<file path="config.mk">
export PLATFORM = sky130hd
export DESIGN_NAME = lld_diag_timing_regs
export DESIGN_NICKNAME = d
export VERILOG_FILES = /design/src/lld_pkg.sv /design/src/lld_diag_timing_regs.sv
export SDC_FILE = /design/constraint.sdc
export NUM_CORES = 1
export LEC_CHECK = 0
export BUFFER_PORTS_ARGS = -buffer_cell sky130_fd_sc_hd__buf_2
export CORE_UTILIZATION = 40
export DETAILED_ROUTE_END_ITERATION = 10
export GPL_ROUTABILITY_DRIVEN = 0
export PLACE_DENSITY_LB_ADDON = 0.15
export RECOVER_POWER = 50
export SETUP_SLACK_MARGIN = 0.3
export SYNTH_ARGS = -nofsm -noshare
export SYNTH_HDL_FRONTEND = slang
export SYNTH_SLANG_ARGS = --single-unit
</file>
<file path="constraint.sdc">
create_clock -name clk -period 7.1 [get_ports clk]
set_input_delay 0.71 -clock clk [delete_from_list [all_inputs] [get_ports clk]]
set_output_delay 0.71 -clock clk [all_outputs]
set_load 0.005 [all_outputs]
</file>
<file path="src/lld_pkg.sv">
// constants for the link-layer diagnostic and timing register bank
package lld_pkg;
   localparam int ADDR_W = 32;
   localparam int DATA_W = 32;
   localparam logic [31:0] OFS_SLEEP_CONTROL   = 32'h4000_0030;
   localparam logic [31:0] OFS_FINE_CORR       = 32'h4000_0040;
   localparam logic [31:0] OFS_BASE_CORR       = 32'h4000_0044;
   localparam logic [31:0] OFS_DEBUG_CONTROL   = 32'h4000_0050;
   localparam logic [31:0] OFS_DEBUG_READBACK  = 32'h4000_0054;
   localparam logic [31:0] OFS_ZONE_UPPER      = 32'h4000_0058;
   localparam logic [31:0] OFS_ZONE_LOWER      = 32'h4000_005c;
   localparam logic [31:0] OFS_ERROR_FLAGS     = 32'h4000_0060;
   localparam logic [31:0] OFS_SW_PROFILE      = 32'h4000_0064;
   localparam int APPLY_CORR_BIT = 3;
   localparam int FINE_W         = 10;
   localparam int BASE_W         = 27;
   localparam int DBG_PORTS      = 4;
   localparam int DBG_STRIDE     = 8;
   localparam int DBG_SEL_W      = 6;
   localparam int DBG_EN_POS     = 7;
   localparam int ZONE_W         = 16;
   localparam int REG_ZONE_LSB   = 16;
   localparam int EM_ZONE_LSB    = 0;
   localparam int FAULT_LSB      = 10;
   localparam int FAULT_W        = 8;
   // fault vector positions, relative to FAULT_LSB
   localparam int F_ADVERTISING_INTERVAL_UNDERRUN = 0;
   localparam int F_CHMAP        = 1;
   localparam int F_CS_FORMAT    = 2;
   localparam int F_TX_DESC      = 3;
   localparam int F_RX_DESC      = 4;
   localparam int F_TX_BUF       = 5;
   localparam int F_RX_BUF       = 6;
   localparam int F_UNACKED_IRQ  = 7;
   localparam int CHMAP_W        = 37;
   localparam logic [31:0] RESET_VALUE = 32'h0000_0000;
   // debug selector codes
   localparam logic [5:0] SEL_PROFILE_B0 = 6'h00;
   localparam logic [5:0] SEL_PROFILE_B1 = 6'h01;
   localparam logic [5:0] SEL_PROFILE_B2 = 6'h02;
   localparam logic [5:0] SEL_PROFILE_B3 = 6'h03;
   localparam logic [5:0] SEL_FAULTS     = 6'h04;
   localparam logic [5:0] SEL_STATUS     = 6'h05;
   localparam logic [5:0] SEL_FINE_LOW   = 6'h06;
   localparam logic [5:0] SEL_BASE_LOW   = 6'h07;
   localparam logic [1:0] RESP_OKAY   = 2'h0;
   localparam logic [1:0] RESP_DECERR = 2'h3;
endpackage

</file>
<file path="src/lld_diag_timing_regs.sv">
// link-layer timing correction, debug port and fault flag register bank
//
// Local design decision: the AXI4-Lite slave port.
`timescale 1ns/1ps
module lld_diag_timing_regs (
   input  wire logic                          clk,
   input  wire logic                          reset_n,
   input  wire logic                          clk_en,
   input  wire logic [lld_pkg::ADDR_W-1:0]    s_axi_awaddr,
   input  wire logic                          s_axi_awvalid,
   output logic                               s_axi_awready,
   input  wire logic [lld_pkg::DATA_W-1:0]    s_axi_wdata,
   input  wire logic [3:0]                    s_axi_wstrb,
   input  wire logic                          s_axi_wvalid,
   output logic                               s_axi_wready,
   output logic [1:0]                         s_axi_bresp,
   output logic                               s_axi_bvalid,
   input  wire logic                          s_axi_bready,
   input  wire logic [lld_pkg::ADDR_W-1:0]    s_axi_araddr,
   input  wire logic                          s_axi_arvalid,
   output logic                               s_axi_arready,
   output logic [lld_pkg::DATA_W-1:0]         s_axi_rdata,
   output logic [1:0]                         s_axi_rresp,
   output logic                               s_axi_rvalid,
   input  wire logic                          s_axi_rready,
   output logic [lld_pkg::FINE_W-1:0]         fine_phase_correction,
   output logic [lld_pkg::BASE_W-1:0]         base_time_correction_value,
   output logic                               apply_sleep_correction,
   output logic [7:0]                         debug_out0,
   output logic [7:0]                         debug_out1,
   output logic [7:0]                         debug_out2,
   output logic [7:0]                         debug_out3,
   input  wire logic [lld_pkg::ZONE_W-1:0]    reg_access_addr,
   input  wire logic                          reg_access_valid,
   output logic                               register_zone_hit,
   input  wire logic [lld_pkg::ZONE_W-1:0]    em_access_addr,
   input  wire logic                          em_access_valid,
   output logic                               exchange_zone_hit,
   input  wire logic                          event_irq,
   input  wire logic                          event_irq_ack,
   input  wire logic [15:0]                   rx_buffer_ptr,
   input  wire logic                          rx_buffer_check,
   input  wire logic [15:0]                   tx_buffer_ptr,
   input  wire logic                          tx_buffer_check,
   input  wire logic [7:0]                    tx_packet_length,
   input  wire logic                          event_is_adv_scan_init,
   input  wire logic                          event_is_connection,
   input  wire logic [14:0]                   rx_descriptor_ptr,
   input  wire logic                          rx_descriptor_check,
   input  wire logic [14:0]                   tx_descriptor_ptr,
   input  wire logic                          tx_descriptor_check,
   input  wire logic                          control_format_invalid,
   input  wire logic [lld_pkg::CHMAP_W-1:0]   control_channel_map,
   input  wire logic [5:0]                    good_channel_count,
   input  wire logic                          hop_start,
   input  wire logic                          advertising_interval_underrun
);
   import lld_pkg::*;

   logic [ADDR_W-1:0]   aw_addr_reg;
   logic                aw_held_reg;
   logic [DATA_W-1:0]   w_data_reg;
   logic [3:0]          w_strb_reg;
   logic                w_held_reg;
   logic                wr_do;
   logic                aw_take;
   logic                w_take;
   logic                ar_take;
   logic                wr_hit;
   logic [DATA_W-1:0]   rd_word;
   logic                rd_hit;
   logic [FINE_W-1:0]   fine_reg;
   logic [BASE_W-1:0]   base_reg;
   logic [DATA_W-1:0]   dbg_ctl_reg;
   logic [DATA_W-1:0]   zone_upper_reg;
   logic [DATA_W-1:0]   zone_lower_reg;
   logic [DATA_W-1:0]   profile_reg;
   logic                corr_pending_reg;
   logic                apply_reg;
   logic [FAULT_W-1:0]  fault_reg;
   logic [FAULT_W-1:0]  fault_set;
   logic                irq_pending_reg;
   logic [7:0]          dbg_reg [DBG_PORTS];
   logic                reg_hit_reg;
   logic                em_hit_reg;
   logic [7:0]          status_byte;

   function automatic logic [31:0] merge_bytes(input logic [31:0] old_v, new_v,
                                               input logic [3:0]  strb);
      logic [31:0] res;
      res = old_v;
      for (int b = 0; b < 4; b++) begin
         if (strb[b]) begin
            res[8*b +: 8] = new_v[8*b +: 8];
         end
      end
      return res;
   endfunction

   function automatic logic [6:0] ones_count(input logic [CHMAP_W-1:0] map);
      logic [6:0] n;
      n = 7'h00;
      for (int c = 0; c < CHMAP_W; c++) begin
         n = n + {6'h00, map[c]};
      end
      return n;
   endfunction

   function automatic logic in_zone(input logic [ZONE_W-1:0] addr, low, high);
      return (addr >= low) && (addr <= high);
   endfunction

   function automatic logic [7:0] dbg_pick(input logic [5:0]  sel,
                                           input logic [31:0] prof,
                                           input logic [7:0]  faults, stat, fine_lo, base_lo);
      logic [7:0] v;
      case (sel)
         SEL_PROFILE_B0: v = prof[7:0];
         SEL_PROFILE_B1: v = prof[15:8];
         SEL_PROFILE_B2: v = prof[23:16];
         SEL_PROFILE_B3: v = prof[31:24];
         SEL_FAULTS:     v = faults;
         SEL_STATUS:     v = stat;
         SEL_FINE_LOW:   v = fine_lo;
         SEL_BASE_LOW:   v = base_lo;
         default:        v = 8'h00;
      endcase
      return v;
   endfunction

   // bus handshakes
   assign aw_take = s_axi_awvalid && s_axi_awready;
   assign w_take  = s_axi_wvalid && s_axi_wready;
   assign ar_take = s_axi_arvalid && s_axi_arready;
   assign wr_do   = aw_held_reg && w_held_reg && !s_axi_bvalid;
   assign wr_hit  = (aw_addr_reg == OFS_SLEEP_CONTROL) || (aw_addr_reg == OFS_FINE_CORR)
                 || (aw_addr_reg == OFS_BASE_CORR) || (aw_addr_reg == OFS_DEBUG_CONTROL)
                 || (aw_addr_reg == OFS_DEBUG_READBACK) || (aw_addr_reg == OFS_ZONE_UPPER)
                 || (aw_addr_reg == OFS_ZONE_LOWER) || (aw_addr_reg == OFS_ERROR_FLAGS)
                 || (aw_addr_reg == OFS_SW_PROFILE);

   always_ff @(posedge clk) begin
      if (!reset_n) begin
         aw_held_reg   <= 1'b0;
         aw_addr_reg   <= RESET_VALUE;
         s_axi_awready <= 1'b1;
      end else if (clk_en) begin
         if (aw_take) begin
            aw_held_reg   <= 1'b1;
            aw_addr_reg   <= s_axi_awaddr;
            s_axi_awready <= 1'b0;
         end else if (wr_do) begin
            aw_held_reg   <= 1'b0;
            s_axi_awready <= 1'b1;
         end
      end
   end

   always_ff @(posedge clk) begin
      if (!reset_n) begin
         w_held_reg   <= 1'b0;
         w_data_reg   <= RESET_VALUE;
         w_strb_reg   <= 4'h0;
         s_axi_wready <= 1'b1;
      end else if (clk_en) begin
         if (w_take) begin
            w_held_reg   <= 1'b1;
            w_data_reg   <= s_axi_wdata;
            w_strb_reg   <= s_axi_wstrb;
            s_axi_wready <= 1'b0;
         end else if (wr_do) begin
            w_held_reg   <= 1'b0;
            s_axi_wready <= 1'b1;
         end
      end
   end

   always_ff @(posedge clk) begin
      if (!reset_n) begin
         s_axi_bvalid <= 1'b0;
         s_axi_bresp  <= RESP_OKAY;
      end else if (clk_en) begin
         if (wr_do) begin
            s_axi_bvalid <= 1'b1;
            s_axi_bresp  <= wr_hit ? RESP_OKAY : RESP_DECERR;
         end else if (s_axi_bready) begin
            s_axi_bvalid <= 1'b0;
         end
      end
   end

   // writable registers
   always_ff @(posedge clk) begin
      if (!reset_n) begin
         fine_reg       <= FINE_W'(RESET_VALUE);
         base_reg       <= BASE_W'(RESET_VALUE);
         dbg_ctl_reg    <= RESET_VALUE;
         zone_upper_reg <= RESET_VALUE;
         zone_lower_reg <= RESET_VALUE;
         profile_reg    <= RESET_VALUE;
      end else if (clk_en && wr_do) begin
         case (aw_addr_reg)
            OFS_FINE_CORR: begin
               fine_reg <= FINE_W'(merge_bytes({22'h0, fine_reg}, w_data_reg, w_strb_reg));
            end
            OFS_BASE_CORR: begin
               base_reg <= BASE_W'(merge_bytes({5'h0, base_reg}, w_data_reg, w_strb_reg));
            end
            OFS_DEBUG_CONTROL: dbg_ctl_reg <= merge_bytes(dbg_ctl_reg, w_data_reg, w_strb_reg);
            OFS_ZONE_UPPER: zone_upper_reg <= merge_bytes(zone_upper_reg, w_data_reg, w_strb_reg);
            OFS_ZONE_LOWER: zone_lower_reg <= merge_bytes(zone_lower_reg, w_data_reg, w_strb_reg);
            OFS_SW_PROFILE: profile_reg <= merge_bytes(profile_reg, w_data_reg, w_strb_reg);
            default: ;
         endcase
      end
   end

   // correction apply: pending one cycle, then one pulse, bit reads back the pending flag
   always_ff @(posedge clk) begin
      if (!reset_n) begin
         corr_pending_reg <= 1'b0;
         apply_reg        <= 1'b0;
      end else if (clk_en) begin
         apply_reg <= corr_pending_reg;
         if (wr_do && aw_addr_reg == OFS_SLEEP_CONTROL && w_strb_reg[0]
             && w_data_reg[APPLY_CORR_BIT]) begin
            corr_pending_reg <= 1'b1;
         end else begin
            corr_pending_reg <= 1'b0;
         end
      end
   end

   // fault detection
   always_comb begin
      fault_set = '0;
      fault_set[F_UNACKED_IRQ]  = event_irq && irq_pending_reg && !event_irq_ack;
      fault_set[F_RX_BUF]       = rx_buffer_check && (rx_buffer_ptr == 16'h0000);
      fault_set[F_TX_BUF]       = tx_buffer_check && (tx_buffer_ptr == 16'h0000)
                                  && (event_is_adv_scan_init
                                      || (event_is_connection && tx_packet_length != 8'h00));
      fault_set[F_RX_DESC]      = rx_descriptor_check && (rx_descriptor_ptr == 15'h0000);
      fault_set[F_TX_DESC]      = tx_descriptor_check && (tx_descriptor_ptr == 15'h0000)
                                  && event_is_adv_scan_init;
      fault_set[F_CS_FORMAT]    = control_format_invalid;
      fault_set[F_CHMAP]        = hop_start
                                  && (ones_count(control_channel_map) != {1'b0, good_channel_count});
      fault_set[F_ADVERTISING_INTERVAL_UNDERRUN] = advertising_interval_underrun;
   end

   always_ff @(posedge clk) begin
      if (!reset_n) begin
         irq_pending_reg <= 1'b0;
      end else if (clk_en) begin
         if (event_irq) begin
            irq_pending_reg <= 1'b1;
         end else if (event_irq_ack) begin
            irq_pending_reg <= 1'b0;
         end
      end
   end

   always_ff @(posedge clk) begin
      if (!reset_n) begin
         fault_reg <= '0;
      end else if (clk_en) begin
         fault_reg <= fault_reg | fault_set;
      end
   end

   // debug ports
   assign status_byte = {4'h0, reg_hit_reg, em_hit_reg, irq_pending_reg, corr_pending_reg};

   always_ff @(posedge clk) begin
      if (!reset_n) begin
         for (int p = 0; p < DBG_PORTS; p++) begin
            dbg_reg[p] <= 8'h00;
         end
      end else if (clk_en) begin
         for (int p = 0; p < DBG_PORTS; p++) begin
            if (dbg_ctl_reg[p*DBG_STRIDE + DBG_EN_POS]) begin
               dbg_reg[p] <= dbg_pick(dbg_ctl_reg[p*DBG_STRIDE +: DBG_SEL_W], profile_reg,
                                      fault_reg, status_byte, fine_reg[7:0],
                                      base_reg[7:0]);
            end else begin
               dbg_reg[p] <= 8'h00;
            end
         end
      end
   end

   // access zone flags
   always_ff @(posedge clk) begin
      if (!reset_n) begin
         reg_hit_reg <= 1'b0;
         em_hit_reg  <= 1'b0;
      end else if (clk_en) begin
         reg_hit_reg <= reg_access_valid
                        && in_zone(reg_access_addr, zone_lower_reg[REG_ZONE_LSB +: ZONE_W],
                                   zone_upper_reg[REG_ZONE_LSB +: ZONE_W]);
         em_hit_reg  <= em_access_valid
                        && in_zone(em_access_addr, zone_lower_reg[EM_ZONE_LSB +: ZONE_W],
                                   zone_upper_reg[EM_ZONE_LSB +: ZONE_W]);
      end
   end

   // read path
   always_comb begin
      rd_word = RESET_VALUE;
      rd_hit  = 1'b1;
      case (s_axi_araddr)
         OFS_SLEEP_CONTROL:  rd_word[APPLY_CORR_BIT] = corr_pending_reg;
         OFS_FINE_CORR:      rd_word[FINE_W-1:0] = fine_reg;
         OFS_BASE_CORR:      rd_word[BASE_W-1:0] = base_reg;
         OFS_DEBUG_CONTROL:  rd_word = dbg_ctl_reg;
         OFS_DEBUG_READBACK: rd_word = {dbg_reg[3], dbg_reg[2], dbg_reg[1], dbg_reg[0]};
         OFS_ZONE_UPPER:     rd_word = zone_upper_reg;
         OFS_ZONE_LOWER:     rd_word = zone_lower_reg;
         OFS_ERROR_FLAGS:    rd_word[FAULT_LSB +: FAULT_W] = fault_reg;
         OFS_SW_PROFILE:     rd_word = profile_reg;
         default:            rd_hit = 1'b0;
      endcase
   end

   always_ff @(posedge clk) begin
      if (!reset_n) begin
         s_axi_arready <= 1'b1;
         s_axi_rvalid  <= 1'b0;
         s_axi_rdata   <= RESET_VALUE;
         s_axi_rresp   <= RESP_OKAY;
      end else if (clk_en) begin
         if (ar_take) begin
            s_axi_arready <= 1'b0;
            s_axi_rvalid  <= 1'b1;
            s_axi_rdata   <= rd_word;
            s_axi_rresp   <= rd_hit ? RESP_OKAY : RESP_DECERR;
         end else if (s_axi_rvalid && s_axi_rready) begin
            s_axi_arready <= 1'b1;
            s_axi_rvalid  <= 1'b0;
         end
      end
   end

   assign fine_phase_correction      = fine_reg;
   assign base_time_correction_value = base_reg;
   assign apply_sleep_correction     = apply_reg;
   assign debug_out0                 = dbg_reg[0];
   assign debug_out1                 = dbg_reg[1];
   assign debug_out2                 = dbg_reg[2];
   assign debug_out3                 = dbg_reg[3];
   assign register_zone_hit          = reg_hit_reg;
   assign exchange_zone_hit          = em_hit_reg;
endmodule

</file>
== Word-level counts from Yosys, hierarchy flattened ==
Memory sizes are Yosys's and may differ from the RTL's.
Index checks and enable logic that the tools add are counted.
Widths: inputs -> output; s select.
Word-level totals
  bits in registers: 289
  bits in writable memories: 32
  bits of input ports: 266
  output and inout bits: 113
  word-level logic and storage cells: 300
  memories: 1
Operators by class
  $add $sub $neg: 36
  magnitude comparators: 4
  eq/ne operators: 47
  muxes and demuxes: 81
  bitwise logic cells: 9
  reductions and logical operators: 81
Memories
  dbg_reg: words 4, width 8, rd ports 4, clocked after memory_dff 0, write ports 4, line lld_diag_timing_regs.sv:83  | logic [7:0] dbg_reg [DBG_PORTS];
Operators with widths (number)
  $eq 32x31->1 const B: 18
  $pmux 8 s8: 4
  $add 7x1->7: 30
  $mux 8: 20
  $eq 6x3->1 const B: 16
  $reduce_and 3->1: 22
  $pmux 8 s7: 1
  $pmux 9 s6: 1
  $mux 1: 49
  $eq 6x2->1 const B: 8
  $pmux 6 s7: 1
  $ge 16x16->1: 2
  $le 16x16->1: 2
  $logic_not 16->1: 2
  $logic_not 15->1: 2
  $pmux 5 s5: 1
  $eq 6x1->1 const B: 4
  $logic_and 1x1->1: 24
  $logic_not 6->1: 4
  $pmux 3 s7: 1
  $reduce_and 2->1: 9
  $reduce_bool 2->1: 5
  $logic_or 1x1->1: 9
  $reduce_or 9->1: 1
  13 further kinds: 22

== Longest topological paths before layout ==
  depth after elaboration: 39
  depth in mapped cells: 18
  depth with buffers taken out: 18

== Worst setup path after synthesis ==
No wires, ideal clock.
  kind: input to register
  start point: input control_channel_map[5] (netlist bit)
  end point: register fault_reg[1]
  setup time: 0.132 ns
  data arrival time: 4.931 ns
  data required time: 6.968 ns
  setup slack: 2.037 ns
  cell stages on the path: 17
  path buffers: 0
  path through: inv_1 > fa_1 > inv_1 > fa_1 > inv_1 > fa_1 > fa_1 > fa_1 > fa_1 > inv_1 > ha_1 > nor2b_1 > o21ai_0 > a21boi_0 > a2111o_1 > nand2_1 > a311oi_1
On the way
  longest elaborated chain between the ends: 35
Ends and longest elaborated chain
  start: declaration: line lld_diag_timing_regs.sv:53  | input wire logic [lld_pkg::CHMAP_W-1:0] control_channel_map,
  $add 5x1->6: line lld_diag_timing_regs.sv:104  | n = n + {6'h00, map[c]};
  $add 6x1->7: line lld_diag_timing_regs.sv:104
  $add 7x1->7 (30 in a row): line lld_diag_timing_regs.sv:104
  $ne 7x6->1: line lld_diag_timing_regs.sv:247  | && (ones_count(control_channel_map) != {1'b0, good_channel_count});
  $logic_and 1x1->1: line lld_diag_timing_regs.sv:247
  $or 8x8->8: line lld_diag_timing_regs.sv:267  | fault_reg <= fault_reg | fault_set;
  end signal: assignment: line lld_diag_timing_regs.sv:267
  end: declaration: line lld_diag_timing_regs.sv:80  | logic [FAULT_W-1:0] fault_reg;
No other way between the ends.
A chain may end at the register's enable or synchronous reset.

== Worst setup path after layout ==
  start point: input reset_n
  end point: register dbg_ctl_reg[1]
RTL lines
  start: declaration: line lld_diag_timing_regs.sv:7  | input wire logic reset_n,
  end signal: assignment: line lld_diag_timing_regs.sv:209  | OFS_DEBUG_CONTROL: dbg_ctl_reg <= merge_bytes(dbg_ctl_reg, w_data_reg, w_strb_reg);
  end: declaration: line lld_diag_timing_regs.sv:74  | logic [DATA_W-1:0] dbg_ctl_reg;
No word-level cell between the ends.

==> results.cfg <==
[logic_synthesis]
synth.net_count = 2392
post-synth-top-area-cell = sky130_fd_sc_hd__dfxtp_1
synthesis.instances = 2027
syn_avg_cell_area_um2 = 8.708
count_of_flip_flops_with_a_built_in_enable_after_synthesis = 32
top_post_synthesis_cells_by_area = sky130_fd_sc_hd__dfxtp_1, sky130_fd_sc_hd__mux2i_1, sky130_fd_sc_hd__nand2_1
syn_warnings = 0
synth-seq-area-share_pct = 38.00
async_reset_ff_share_pct = 0
number_of_synthesized_register_bits = 319
synth_top_area_share_pct = 32.55
yosys.cell_count.top_type = sky130_fd_sc_hd__dfxtp_1
ys_types = 73
post_synth_design_cell_area_mm2 = 0.01765
synth_top_flop_cell = sky130_fd_sc_hd__dfxtp_1
netlist_top_cells_count = sky130_fd_sc_hd__dfxtp_1, sky130_fd_sc_hd__nand2_1, sky130_fd_sc_hd__a21oi_1

[min_path]
holdPathStages = 3
hold_class = input pin to flip-flop

[clocking]
post_cts.repair.setup_buffers = 0
postCtsResizedCells = 0
worstSkewPairLatency_ns = 0.54
clock_path_buffers = 3
numClockSinks = 319
hold_buffers = 0
clock_slew_at_the_register_clock_pins_of_the_worst_setup_and_hold_paths_ns = 0.06
tritoncts = done
clk_root_buffer_cell = sky130_fd_sc_hd__clkbuf_16
clock_tree.htree_level_count = 2
tritoncts.num_buffers = 36

[floorplan]
fp.dieW_um = 212.1
i_o_pin_count = 379
floorplan.die.height_um = 212.1
standard_cell_core_area_mm2 = 0.04327
die_area_mm2 = 0.04497
initial_utilization_pct = 40.80
floorplan.rows = 76

[global_route]
grt.overflow.total = 0
grt_pass1_wl_mm = 97.32
vias_in_the_first_global_route = 16110
grt_start_max_net_pins = 109
number_of_antenna_violations_at_the_first_check_in_global_routing = 3
grt.total_usage_pct = 28.45

[critical_path]
critPathMaxStageDelay_ns = 2.46
worstRegToRegCells = 6
worstPathCellList = buf_2, buf_4, clkinvlp_4, clkbuf_1, buf_4, nor2_1
path_common_cell = sky130_fd_sc_hd__buf_4
critical_path_arrival_ns = 5.94
critical_path_buf_inv_count = 5
critical_path.slowest_cell = sky130_fd_sc_hd__clkbuf_1
nature_of_the_critical_path_endpoint = flip-flop
worstSetupPathType = input pin to flip-flop
timing.critical_path.required_ns = 7.49
timing.critical_path.fanout_max = 108
cp_num_cells = 6
path_delay_family = buffers and inverters
setup.worst_path.start_class = input pin

[finish]
final_nets = 2695
multiInputGateArea_mm2 = 0.009962
area_delta_synth_final_pct = 18.64
layout.filler_cells = 4258
final_core_util_pct = 48.40
final-seq-area_mm2 = 0.006706
post-route-cell-area_mm2 = 0.02094
post_layout_nonfiller_instances = 2944
drive_gt1_share_pct = 18.32

[job]
timing.max_cap.violations = 6

[timing]
unrepaired_setup_endpoints_after_global_routing = no
timing_limited_maximum_frequency_mhz = 180.4
slew_headroom_pct = -124.5
post-route-min-period_ns = 5.545
finalHoldViolations = 0
setup_total_negative_slack_ns = 0
layout_worst_path_cycle_share_pct = 78.09
fin_hold_ws_ns = 0.4060
tightest_slew_ns = 3.368
finalSetupViolations = 0
drv_slew = 308
clock-skew-final_ns = 0.01217

[placed_design]
dpl.cell_count = 2877
place.detailed.hpwl_mm = 47.46
io_buffer_count = 378
postPlaceCellArea_mm2 = 0.01989

[pwr]
power_density_mw_per_mm2 = 224.9
worst_ir_drop_vdd_mv = 0.2087
leakage_power_summed_over_all_cells_nw = 8.485

[drt]
wire_per_inst_um = 22.09
route.detailed.vias_per_inst = 5.739
drtIter0Drc = 1580
routed_wl_mm = 65.04
drc = 0
drt_pass1_iterations = 6
dr_total_vias = 16900
detail-route-antenna-nets = 0

[run_status]
outcome = finished with violations
violations = max-capacitance violations, max-slew violations
[final timing paths]
kind                                      start                  endpoint  slack, ns
worst min-delay path             s_axi_wdata[0]             w_data_reg[0]       0.41
worst max register to register     s_axi_bvalid  fine_phase_correction[2]       3.72
worst max-delay path                    reset_n            dbg_ctl_reg[1]       1.56
worst min register to register  aw_addr_reg[19]           aw_addr_reg[19]       0.45
[final cells by class]
| cell class | count | share of cell area [%] |
|---|---|---|
| clock inverters | 19 | 0.7528 |
| repair buffers | 396 | 9.028 |
| flip-flops and latches | 319 | 32.02 |
| well taps | 585 | 3.495 |
| diodes | 1 | 0.01195 |
| inverters | 123 | 2.223 |
| clock buffers | 47 | 4.893 |
| multi-input cells | 1454 | 47.57 |
[cell families after synthesis]
logic type	share of synthesized area [%]
flip-flops	38.00
multiplexers	10.85
AO/OA/AOI/OAI	16.45
XOR/XNOR	0.3970
AND/OR/NAND/NOR	20.39
buffers and inverters	5.714
adder cells (fa/ha/maj)	8.209
[cell usage in the layout (no fill, tap or decap), drive strengths merged, types with 22 or more instances in the layout]
cell    Yosys  routed
nand2     280     280
inv       121     125
fa         28      28
nand3     141     141
ha         71      71
dfxtp     287     287
a22oi      44      44
nor2      163     163
a31oi      23      23
a21oi     186     186
edfxtp     32      32
buf        34     299
o21ai      59      59
nor4       34      34
mux2i     126     126
mux4       22      22
clkbuf     97     144
[power breakdown]
| group | switching, mW | total, mW | internal (mW) |
|---|---|---|---|
| sequential | 0.0578 | 1.92 | 1.86 |
| clock | 0.775 | 1.87 | 1.10 |
| combinational | 0.485 | 0.922 | 0.438 |
[through the flow]
stage	setup WS (ns)	total power [mW]
after global placement	1.771	2.836
after CTS	2.215	4.748
final	1.555	4.710
after detailed placement	1.658	2.884
after global routing	1.176	4.944
after floorplan	2.037	2.599
[worst register-to-register path, cell delays in order, from the launching register on]
cell	delay (ns)
sky130_fd_sc_hd__dfxtp_1	0.33
sky130_fd_sc_hd__and4b_1	0.48
sky130_fd_sc_hd__and2_0	0.19
sky130_fd_sc_hd__clkbuf_1	1.19
sky130_fd_sc_hd__nand3_2	0.66
sky130_fd_sc_hd__mux2i_1	0.34
sky130_fd_sc_hd__nor2_1	0.06
[routing by layer]
layer,up-vias,track usage [%],wire length [um]
met5,-,0,13
met4,2,9.795,2086
met3,142,3.722,4732
met2,730,47.24,30940
met1,8126,37.91,27270
li1,7895,-,-
No activity file was read; power rests on OpenSTA's default activity.
